### config.mk
export PLATFORM = sky130hd
export DESIGN_NAME = sreg_top
export DESIGN_NICKNAME = d
export VERILOG_FILES = /design/src/hw/sreg_pkg.sv /design/src/hw/sreg_top.sv /design/src/hw/sreg_gate.sv
export VERILOG_INCLUDE_DIRS = /design/src /design/src/hw
export SDC_FILE = /design/constraint.sdc
export NUM_CORES = 1
export LEC_CHECK = 0
export BUFFER_PORTS_ARGS = -buffer_cell sky130_fd_sc_hd__buf_4
export CAP_MARGIN = 20
export CORE_ASPECT_RATIO = 0.6
export CORE_UTILIZATION = 40
export DETAILED_ROUTE_END_ITERATION = 6
export PLACE_DENSITY = 0.78
export SLEW_MARGIN = 15
export SYNTH_ARGS = -nofsm -noshare
export SYNTH_HDL_FRONTEND = slang
export SYNTH_SLANG_ARGS = --single-unit
export TNS_END_PERCENT = 100
### constraint.sdc
create_clock -name pclk -period 1.5 [get_ports pclk]
set_input_delay 0.225 -clock pclk [delete_from_list [all_inputs] [get_ports pclk]]
set_output_delay 0.225 -clock pclk [all_outputs]
set_load 0.02 [all_outputs]
### src/hw/sreg_cfg.svh
`ifndef SREG_CFG_SVH
`define SREG_CFG_SVH

// register byte offsets
`define SREG_CTRL_OFF 12'h000
`define SREG_STAT_OFF 12'h004
`define SREG_IRQ_STAT_OFF 12'h008
`define SREG_IRQ_MASK_OFF 12'h00C

// control field positions
`define SREG_CTRL_RX_EN_BIT 0
`define SREG_CTRL_ERR_ONLY_BIT 1

// status field positions (flags and request levels)
`define SREG_STAT_OVR_BIT 0
`define SREG_STAT_FRM_BIT 1
`define SREG_STAT_PAR_BIT 2
`define SREG_STAT_ERR_REQ_BIT 3
`define SREG_STAT_FULL_REQ_BIT 4

// sticky event bits
`define SREG_EV_ERR_BIT 0
`define SREG_EV_FULL_BIT 1
`define SREG_EV_W 2

// reset values
`define SREG_CTRL_RST 2'h0
`define SREG_MASK_RST 2'h0

`endif

### src/hw/sreg_pkg.sv
package sreg_pkg;
    typedef struct packed {
        logic overrun_error_flag;
        logic framing_error_flag;
        logic parity_error_flag;
        logic receive_data_full;
    } sreg_flags_t;

    typedef struct packed {
        logic receive_error_request;
        logic receive_full_request;
        logic full_transfer_trigger;
    } sreg_req_t;

    typedef struct packed {
        logic psel;
        logic penable;
        logic pwrite;
        logic [11:0] paddr;
        logic [31:0] pwdata;
    } sreg_apb_req_t;

    typedef struct packed {
        logic pready;
        logic pslverr;
        logic [31:0] prdata;
    } sreg_apb_rsp_t;
endpackage

### src/hw/sreg_top.sv
`timescale 1ns/100ps
`include "sreg_cfg.svh"
// Notes on behaviour
// RQ1: any of overrun, framing or parity flags raises the receive-error request.
// RQ2: receive-error request never triggers the transfer controller; CPU path only.
// RQ3: error request alone only possible with receive-full request disabled.
// RQ4: software sets receive enable and error-only select both to one.
// RQ5: error-only select blocks every receive-full request, so no DMA transfers.
// RQ6: error request holds while enable set and any error flag remains.
module sreg_top (
    // clock and reset
    input wire logic pclk,
    input wire logic presetn,
    // apb slave
    input wire logic psel,
    input wire logic penable,
    input wire logic pwrite,
    input wire logic [11:0] paddr,
    input wire logic [31:0] pwdata,
    output logic pready,
    output logic pslverr,
    output logic [31:0] prdata,
    // channel status flags, from outside this clock domain
    input wire logic overrun_error_flag,
    input wire logic framing_error_flag,
    input wire logic parity_error_flag,
    input wire logic receive_data_full,
    // requests to cpu interrupt controller and transfer engines
    output logic receive_error_request,
    output logic receive_full_request,
    output logic full_transfer_trigger,
    output logic irq
);
    import sreg_pkg::*;

    typedef struct packed {
        sreg_flags_t sync1;
        sreg_flags_t sync2;
        logic receive_irq_enable;
        logic error_only_irq_select;
        logic [`SREG_EV_W-1:0] ev_stat;
        logic [`SREG_EV_W-1:0] ev_mask;
        sreg_req_t req_q;
        logic irq;
        sreg_apb_rsp_t rsp;
    } sreg_state_t;

    sreg_state_t state;
    sreg_state_t next_state;
    sreg_req_t gate_req;
    sreg_apb_req_t bus;
    logic [`SREG_EV_W-1:0] ev_set;
    logic [`SREG_EV_W-1:0] ev_clr;
    logic wr_acc;
    logic rd_setup;

    assign bus = '{psel: psel, penable: penable, pwrite: pwrite, paddr: paddr, pwdata: pwdata};

    sreg_gate u_gate (
        .pclk(pclk),
        .presetn(presetn),
        .receive_irq_enable(state.receive_irq_enable),
        .error_only_irq_select(state.error_only_irq_select),
        .flags(state.sync2),
        .req(gate_req)
    );

    always_comb begin
        next_state = state;
        // two-flop synchroniser; only sync2 feeds logic
        next_state.sync1 = '{overrun_error_flag, framing_error_flag, parity_error_flag, receive_data_full};
        next_state.sync2 = state.sync1;
        next_state.req_q = gate_req;
        // rising edges of the requests are the sticky events
        ev_set = '0;
        ev_set[`SREG_EV_ERR_BIT] = gate_req.receive_error_request & ~state.req_q.receive_error_request;
        ev_set[`SREG_EV_FULL_BIT] = gate_req.receive_full_request & ~state.req_q.receive_full_request;
        wr_acc = bus.psel & bus.penable & bus.pwrite;
        rd_setup = bus.psel & ~bus.penable & ~bus.pwrite;
        ev_clr = '0;
        // zero-wait slave: access phase always completes
        next_state.rsp.pready = bus.psel & ~bus.penable;
        next_state.rsp.pslverr = 1'b0;
        if (wr_acc) begin
            if (bus.paddr == `SREG_CTRL_OFF) begin
                // RQ4 honoured by software: both bits set gives error-only irqs
                next_state.receive_irq_enable = bus.pwdata[`SREG_CTRL_RX_EN_BIT];
                next_state.error_only_irq_select = bus.pwdata[`SREG_CTRL_ERR_ONLY_BIT];
            end else if (bus.paddr == `SREG_IRQ_STAT_OFF) begin
                ev_clr = bus.pwdata[`SREG_EV_W-1:0];
            end else if (bus.paddr == `SREG_IRQ_MASK_OFF) begin
                next_state.ev_mask = bus.pwdata[`SREG_EV_W-1:0];
            end else if (bus.paddr != `SREG_STAT_OFF) begin
                next_state.rsp.pslverr = 1'b0;
            end
        end
        // set beats clear in the same cycle
        next_state.ev_stat = (state.ev_stat & ~ev_clr) | ev_set;
        next_state.irq = |(next_state.ev_stat & state.ev_mask);
        // read data prepared in setup, stands through access
        if (rd_setup) begin
            next_state.rsp.prdata = 32'h0;
            if (bus.paddr == `SREG_CTRL_OFF) begin
                next_state.rsp.prdata[`SREG_CTRL_RX_EN_BIT] = state.receive_irq_enable;
                next_state.rsp.prdata[`SREG_CTRL_ERR_ONLY_BIT] = state.error_only_irq_select;
            end else if (bus.paddr == `SREG_STAT_OFF) begin
                next_state.rsp.prdata[`SREG_STAT_OVR_BIT] = state.sync2.overrun_error_flag;
                next_state.rsp.prdata[`SREG_STAT_FRM_BIT] = state.sync2.framing_error_flag;
                next_state.rsp.prdata[`SREG_STAT_PAR_BIT] = state.sync2.parity_error_flag;
                next_state.rsp.prdata[`SREG_STAT_ERR_REQ_BIT] = gate_req.receive_error_request;
                next_state.rsp.prdata[`SREG_STAT_FULL_REQ_BIT] = gate_req.receive_full_request;
            end else if (bus.paddr == `SREG_IRQ_STAT_OFF) begin
                next_state.rsp.prdata[`SREG_EV_W-1:0] = state.ev_stat;
            end else if (bus.paddr == `SREG_IRQ_MASK_OFF) begin
                next_state.rsp.prdata[`SREG_EV_W-1:0] = state.ev_mask;
            end
        end
    end

    always_ff @(posedge pclk or negedge presetn) begin
        if (!presetn) begin
            state <= '0;
        end else begin
            state <= next_state;
        end
    end

    assign pready = state.rsp.pready;
    assign pslverr = state.rsp.pslverr;
    assign prdata = state.rsp.prdata;
    // error request goes to the cpu only; transfer trigger never carries it
    assign receive_error_request = gate_req.receive_error_request; // RQ2
    assign receive_full_request = gate_req.receive_full_request; // RQ5
    assign full_transfer_trigger = gate_req.full_transfer_trigger;
    assign irq = state.irq;
endmodule // sreg_top

### src/hw/sreg_gate.sv
`timescale 1ns/100ps
`include "sreg_cfg.svh"
module sreg_gate (
    // clock and reset
    input wire logic pclk,
    input wire logic presetn,
    // enables and flags
    input wire logic receive_irq_enable,
    input wire logic error_only_irq_select,
    input wire sreg_pkg::sreg_flags_t flags,
    // requests
    output sreg_pkg::sreg_req_t req
);
    import sreg_pkg::*;

    typedef struct packed {
        sreg_req_t req;
    } sreg_gate_state_t;

    sreg_gate_state_t state;
    sreg_gate_state_t next_state;
    logic any_err;

    always_comb begin
        next_state = state;
        any_err = flags.overrun_error_flag | flags.framing_error_flag | flags.parity_error_flag;
        // level request, held while enabled and any error flag stays set
        next_state.req.receive_error_request = receive_irq_enable & any_err; // RQ1 RQ6
        // full request gone entirely in error-only mode
        next_state.req.receive_full_request = receive_irq_enable & ~error_only_irq_select
            & flags.receive_data_full; // RQ3 RQ5
        // transfer engines see only the data-full flag, not gated by receive enable, never the error one
        next_state.req.full_transfer_trigger = ~error_only_irq_select & flags.receive_data_full; // RQ2 RQ5
    end

    always_ff @(posedge pclk or negedge presetn) begin
        if (!presetn) begin
            state <= '0;
        end else begin
            state <= next_state;
        end
    end

    assign req = state.req;
endmodule // sreg_gate

==> summary.md, run 1 <==
| Metric | Value |
|---|---|
| Total Wirelength | 2170 um |
| Fin Setup TNS | 0 ns |
| Root buffer cell | clkbuf_8 |
| Synth Cell Area | 1300 um2 |
| Reg clk slew, reported paths | 0.09 ns |
| Clk_lat worst skew | 0.27 ns |
| Arrival time worst endpoint | 1.48 ns |
| Hpwl dp | 1770 um |
| Library cells used by synthesis | 28 |
| Peak supply drop | 0.566 mV |
| Yosys warns | 0 |
| Clock period minus worst slack | 1.32 ns |
| Drt first pass iters | 4 |
| Outcome | complete, no violations |
| Worst Setup Slack, final | 0.180 ns |
| Resized cells post-CTS | 0 |
| Final hold vios | 0 |
| Final setup viols | 0 |
| TritonCTS clock tree | built |
| TritonCTS buffer count | 3 |
| Yosys reg bits | 26 |
| Cell total after placement | 181 |
| Worst Reg2Reg Path Length in Cells | 3 |
| DIE HEIGHT | 46.1 um |
| Crit path kind | in2reg |
| Ant. Diodes | 0 |
| Total gr overflow | 0 |
| Layout fillers | 280 |
| Initial Utilization | 43.7% |
| Bufs on Longest Clock Path | 2 |
| Post-DRT Antenna Nets | 0 |
| Kind of end point of the critical path | register |
| Crit path launch | paddr[1] |
| Storage cell area | 651 um2 |
| Worst slack at placement | -0.115 ns |
| Slew Limit Fails | 0 |
| First-pass GRT wire length | 3440 um |
| Seq/Total Area, Yosys | 50.2% |
| Drc violations | 0 |
| Clock skew | 0.00228 ns |
| Core Region | 2970 um2 |
| CP Launch Type | primary input |
| Crit path required time | 1.66 ns |
| Hold Worst Slack | 0.0553 ns |
| H-tree Lvls | 1 |
| Mean area per synthesized cell | 11.5 um2 |
| Final worst-path cycle share | 88.0% |
| P_leak | 0.775 nW |
| IO buf count | 32 |
| Wire per inst | 11.7 um |
| Via/cell ratio | 4.53 |
| Final Non-Filler Cells | 186 |
| Ratio of cells with drive above 1 in the final layout | 33.3% |
| Total number of vias | 842 |
| Mapped Cells | 113 |
| Pin count of the biggest net entering global routing | 27 |
| Sinks on Clock Net | 26 |
| Crit-path max FO | 5 |
| Gp weighted congestion | 0.777 |
| Maxcap violations | 0 |
| DIE WIDTH | 75.5 um |
| Die Area | 3480 um2 |
| Detailed Route Iter0 Violations | 61 |
| Number of global-route vias before repair | 734 |
| IO Pins | 91 |
| Hold_buf cts | 1 |
| Reg2reg end | prdata[0]$_DFFE_PN0P_ |
| RSZ-0062 raised after global routing | false |
| Overall routing resource usage | 14.7% |
| R2R Path Start | state[43]$_DFFE_PN0P_ |
| P&R area growth vs syn | 17.6% |
| R2R setup slack | 0.36 ns |
| Max Clk Rate | 758 MHz |
| Area of the multi-input gates | 480 um2 |
| Pwr/cell area | 955 nW/um2 |
| Row count | 15 |
| HP Class | in2reg |
| Setup bufs post-CTS | 0 |
| Critical path destination | state[39]$_DFFE_PN0P_ |
| Final #Nets | 198 |
| Antenna violations before repair | 0 |
==> cell usage after synthesis (all sizes together) <==
cell type  number  share of area (%)
a21o            1               0.58
and2            1               0.48
and3            2               0.97
and4b           1               0.77
buf            34                 20
clkbuf          1               0.29
conb            1               0.29
dfrtp          26                 50
inv             1               0.29
mux2            4                4.1
mux4            2                3.5
nand2          11                3.2
nand2b          3                1.4
nand3           4                1.5
nand3b          2                1.4
nand4           3                2.6
nor2            2               0.58
nor2b           3                1.4
nor4            2                1.9
nor4b           1               0.68
o211ai          1               0.58
o21ai           5                1.9
o31a            1               0.68
o31ai           1               0.58
==> layout make-up <==
cell class	count	share of cell area [%]
flip-flops and latches	26	42.7
multi-input cells	78	31.5
repair buffers	35	17.4
well taps	42	3.45
clock buffers	3	2.71
clock inverters	1	1.97
inverters	1	0.246
==> flip-flops by register name, indices dropped and copies added (netlist names) <==
register    cells
pready          1
u_gate.req      3
prdata          5
irq             1
state          12
next_state      4
==> how the worst min path moves through the flow <==
stage	startpoint	end	slack, ns	depth (start not counted)
final	receive_data_full	next_state[44]$_DFF_PN0_	0.06	1
after global placement	presetn	next_state[47]$_DFF_PN0_	0.14	1
after CTS	framing_error_flag	next_state[46]$_DFF_PN0_	0.05	1
after floorplan	presetn	irq$_DFF_PN0_	-0.07	0
after global routing	receive_data_full	next_state[44]$_DFF_PN0_	0.04	1
after detailed placement	presetn	next_state[44]$_DFF_PN0_	0.15	1
==> per-layer routing <==
metal,global-route usage [%],routed length [um],vias up
met5,0,0,-
met4,8.15,61,0
met3,6.13,219,6
met2,21.6,1010,45
met1,18.5,881,405
li1,-,-,386
==> logic make-up (layout without fill, tap and decap cells) <==
family | count (synthesis) | in the layout | share of synthesized area [%]
DFF | 26 | 26 | 50.2
other | 1 | 28 | 0.289
and+or+nand+nor | 35 | 35 | 17.1
muxes | 6 | 6 | 7.53
AOI/OAI and AO/OA | 9 | 9 | 4.34
buffers and inverters | 36 | 40 | 20.6
==> stage by stage <==
stage                     total power [mW]  cell area (um2)  utilization [%]
after floorplan                      0.877             1400                -
after global routing                  1.52             1520             51.4
after CTS                             1.48             1520             51.4
final                                 1.46             1520             51.4
after detailed placement             0.899             1440             48.6
after global placement               0.894             1440             48.6
==> where the power goes <==
| group | switching (mW) | internal (mW) | total [mW] |
|---|---|---|---|
| combinational | 0.110 | 0.0562 | 0.166 |
| clock | 0.212 | 0.357 | 0.570 |
| sequential | 0.00553 | 0.714 | 0.720 |
==> worst max-delay path, cell delays in order <==
cell,delay [ns]
buf_4,0.11
nor4_2,0.33
and3_1,0.36
nand4_4,0.15
mux2_4,0.31
==> layout by cell type (no fill, tap or decap), drive strengths merged <==
cell          n
o31ai         1
nor4b         1
inv           1
mux2          4
nor4          2
and3          2
nand4         3
nor2b         3
nor2          2
clkbuf        3
o31a          1
nand3b        2
nand3         4
nand2b        3
o21ai         5
dlygate4sd3   1
and4b         1
conb         28
mux4          2
buf          34
bufinv        1
dfrtp        26
nand2        11
a21o          1
and2          1
o211ai        1
Note: power is estimated with default switching activity, not from simulation.
==> run 2: changes to the inputs <==
==> constraint.sdc (replaced) <==
create_clock -name pclk -period 1.3 [get_ports pclk]
set_input_delay 0.195 -clock pclk [delete_from_list [all_inputs] [get_ports pclk]]
set_output_delay 0.195 -clock pclk [all_outputs]
set_load 0.02 [all_outputs]
==> run 2 against run 1 <==
- critical path depth increased by 1
- non-clock buffer count decreased by 1
- sequential share of layout area increased by 0.14 points
- register-to-register slack got worse by 0.23 ns
- worst hold slack got worse by 0.030 ns
- count of clock-buffer cells in the layout increased by 1
- via count decreased by 3.9%
- die area unchanged
- power increased by 5.7%
- clock skew about the same
- combinational power increased by 19%
- utilization decreased by 0.17 points
- critical endpoint is now prdata[4]$_DFFE_PN0P_
==> summary.md, run 2 (synthesis gave the netlist of run 1 again) <==
| Metric | Value |
|---|---|
| Outcome | complete, no violations |
| CP Launch Type | primary input |
| Final worst-path cycle share | 91.3% |
| H-tree Lvls | 1 (unchanged) |
| Detailed Route Iter0 Violations | 28 (-54%) |
| Clk_lat worst skew | 0.27 ns (about the same) |
| Slew Limit Fails | 0 (unchanged) |
| Overall routing resource usage | 15.1% (+0.42 points) |
| Sinks on Clock Net | 26 (unchanged) |
| TritonCTS buffer count | 3 (unchanged) |
| Clock Power Share | 33.2% (-5.9 points) |
| Storage cell area | 651 um2 (unchanged) |
| Logic pwr share | 12.8% (+1.4 points) |
| Maxcap violations | 0 (unchanged) |
| Max Clk Rate | 842 MHz |
| DIE WIDTH | 75.5 um (unchanged) |
| TritonCTS clock tree | built |
| Root buffer cell | clkbuf_8 |
| Final instance area | 1520 um2 (-0.33%) |
| Post-DRT Antenna Nets | 0 (unchanged) |
| HP Class | in2reg |
| Final #Nets | 197 (-0.51%) |
| Crit path required time | 1.48 ns (-0.18 ns) |
| Pin count of the biggest net entering global routing | 27 (unchanged) |
| Reg clk slew, reported paths | 0.08 ns (about the same) |
| Max FFs per register | 12 (unchanged) |
| Int Pwr | 1.16 mW (+2.9%) |
| DP Area | 1450 um2 (+0.69%) |
| Drc violations | 0 (unchanged) |
| P&R area growth vs syn | 17.2% |
| Sw power | 0.378 mW (+15%) |
| Commonest non-fill, non-tap cell in the layout | buf_4 |
| IO Pins | 91 (unchanged) |
| Clock skew | 0.00262 ns (+0.000343 ns) |
| Hpwl dp | 1780 um (+0.49%) |
| Wire per inst | 12.1 um (+3.8%) |
| Clock period minus worst slack | 1.19 ns |
| Via/cell ratio | 4.37 (-3.4%) |
| Die Area | 3480 um2 (unchanged) |
| DIE HEIGHT | 46.1 um (unchanged) |
| Row count | 15 (unchanged) |
| Total number of vias | 809 (-3.9%) |
| Ant. Diodes | 0 (unchanged) |
| Hold Worst Slack | 0.0258 ns (-0.0295 ns) |
| Pwr/cell area | 1010 nW/um2 (+6.1%) |
| Drt first pass iters | 4 (unchanged) |
| Bufs on Longest Clock Path | 2 (unchanged) |
| Initial Utilization | 43.7% (unchanged) |
| First-pass GRT wire length | 3650 um (+6.0%) |
| Switching share of power | 24.6% (+2.0 points) |
| Layout fillers | 281 (+0.36%) |
| Total Wirelength | 2240 um (+3.2%) |
| Antenna violations before repair | 0 (unchanged) |
| Number of global-route vias before repair | 760 (+3.5%) |
| Gp weighted congestion | 0.863 (+11%) |
| Final setup viols | 0 (unchanged) |
| P_leak | 0.766 nW (-1.3%) |
| Ratio of cells with drive above 1 in the final layout | 33.6% (+0.23 points) |
| Sequential power share | 54.0% (+4.5 points) |
| Top register by number of flip-flops | state |
| Kind of end point of the critical path | register |
| Total gr overflow | 0 (unchanged) |
| Arrival time worst endpoint | 1.36 ns (-0.12 ns) |
| Area of the multi-input gates | 499 um2 (+3.9%) |
| Crit-path max FO | 4 (-1) |
| IO buf count | 32 (unchanged) |
| Most frequent cells in the layout | 33 x buf_4, 28 x conb_1, 26 x dfrtp_1, 11 x nand2_1, 5 x o21ai_0 |
| Crit path kind | in2reg |
| RSZ-0062 raised after global routing | false |
| Peak supply drop | 0.481 mV (-15%) |
| Core Region | 2970 um2 (unchanged) |
| Final hold vios | 0 (unchanged) |
## run 2: cell types whose count changed in the layout (fill, tap and decap cells not counted)
| cell | before | now |
|---|---|---|
| and3_1 | 2 | 1 |
| buf_4 | 34 | 33 |
| nor4_4 | 0 | 2 |
| clkbuf_8 | 3 | 4 |
| nor4_2 | 2 | 0 |
| bufinv_16 | 1 | 0 |
| and3_2 | 0 | 1 |
## run 2: power groups by stage
stage / clock network (mW) / logic, mW / registers (mW)
detailed placement: 0 / 0.195 / 0.847
finish: 0.511 / 0.197 / 0.831
global route: 0.560 / 0.220 / 0.833
floorplan: 0 / 0.164 / 0.849
CTS: 0.530 / 0.198 / 0.831
global placement: 0 / 0.191 / 0.847
## run 2: final timing paths
check	from	end	slack [ns]	depth (start not counted)
worst max-delay path	paddr[5]	prdata[4]$_DFFE_PN0P_	0.11	6
worst min-delay path	overrun_error_flag	next_state[47]$_DFF_PN0_	0.03	1
worst max register to register	state[39]$_DFFE_PN0P_	prdata[1]$_DFFE_PN0P_	0.13	3
worst min register to register	next_state[46]$_DFF_PN0_	state[46]$_DFF_PN0_	0.36	0
max in group asynchronous	presetn	prdata[2]$_DFFE_PN0P_	0.69	2
min in group asynchronous	presetn	next_state[47]$_DFF_PN0_	0.36	2
## run 2: cell type report
class | instances | share of cell area, %
Clock buffer | 4 | 3.62
Inverter | 1 | 0.247
Tap cell | 42 | 3.46
Multi-Input combinational cell | 78 | 32.9
Sequential cell | 26 | 42.8
Timing Repair Buffer | 34 | 17.0
## run 2: timing repair
action	CTS	global route
endpoints found under the setup margin	0	1
hold endpoints to repair	26	0
setup buffers	0	0
resized for setup	0	1
hold buffers	1	0
## run 2: worst max-delay path: stages
cell	delay, ns
buf_4	0.12
nor4_4	0.28
and3_2	0.30
buf_4	0.14
nand3b_1	0.11
o31ai_1	0.22
## run 2: metrics by stage
step	TNS [ns]	setup WS, ns	std cells	util (%)	power (mW)
after floorplan	0	0.00260	140	-	1.01
after global placement	-1.21	-0.219	180	49.0	1.04
after detailed placement	-1.53	-0.234	180	49.0	1.04
after CTS	0	0.0605	185	51.2	1.56
after global routing	0	0.0122	185	51.2	1.61
final	0	0.113	185	51.2	1.54
## run 2: metal layers
metal / share of wire, % / track usage, % / vias to the layer above
met5: 0 / 0 / -
met2: 47 / 25.0 / 45
met4: 0.49 / 3.33 / 0
met3: 6.6 / 5.25 / 3
li1: - / - / 383
met1: 46 / 19.4 / 378
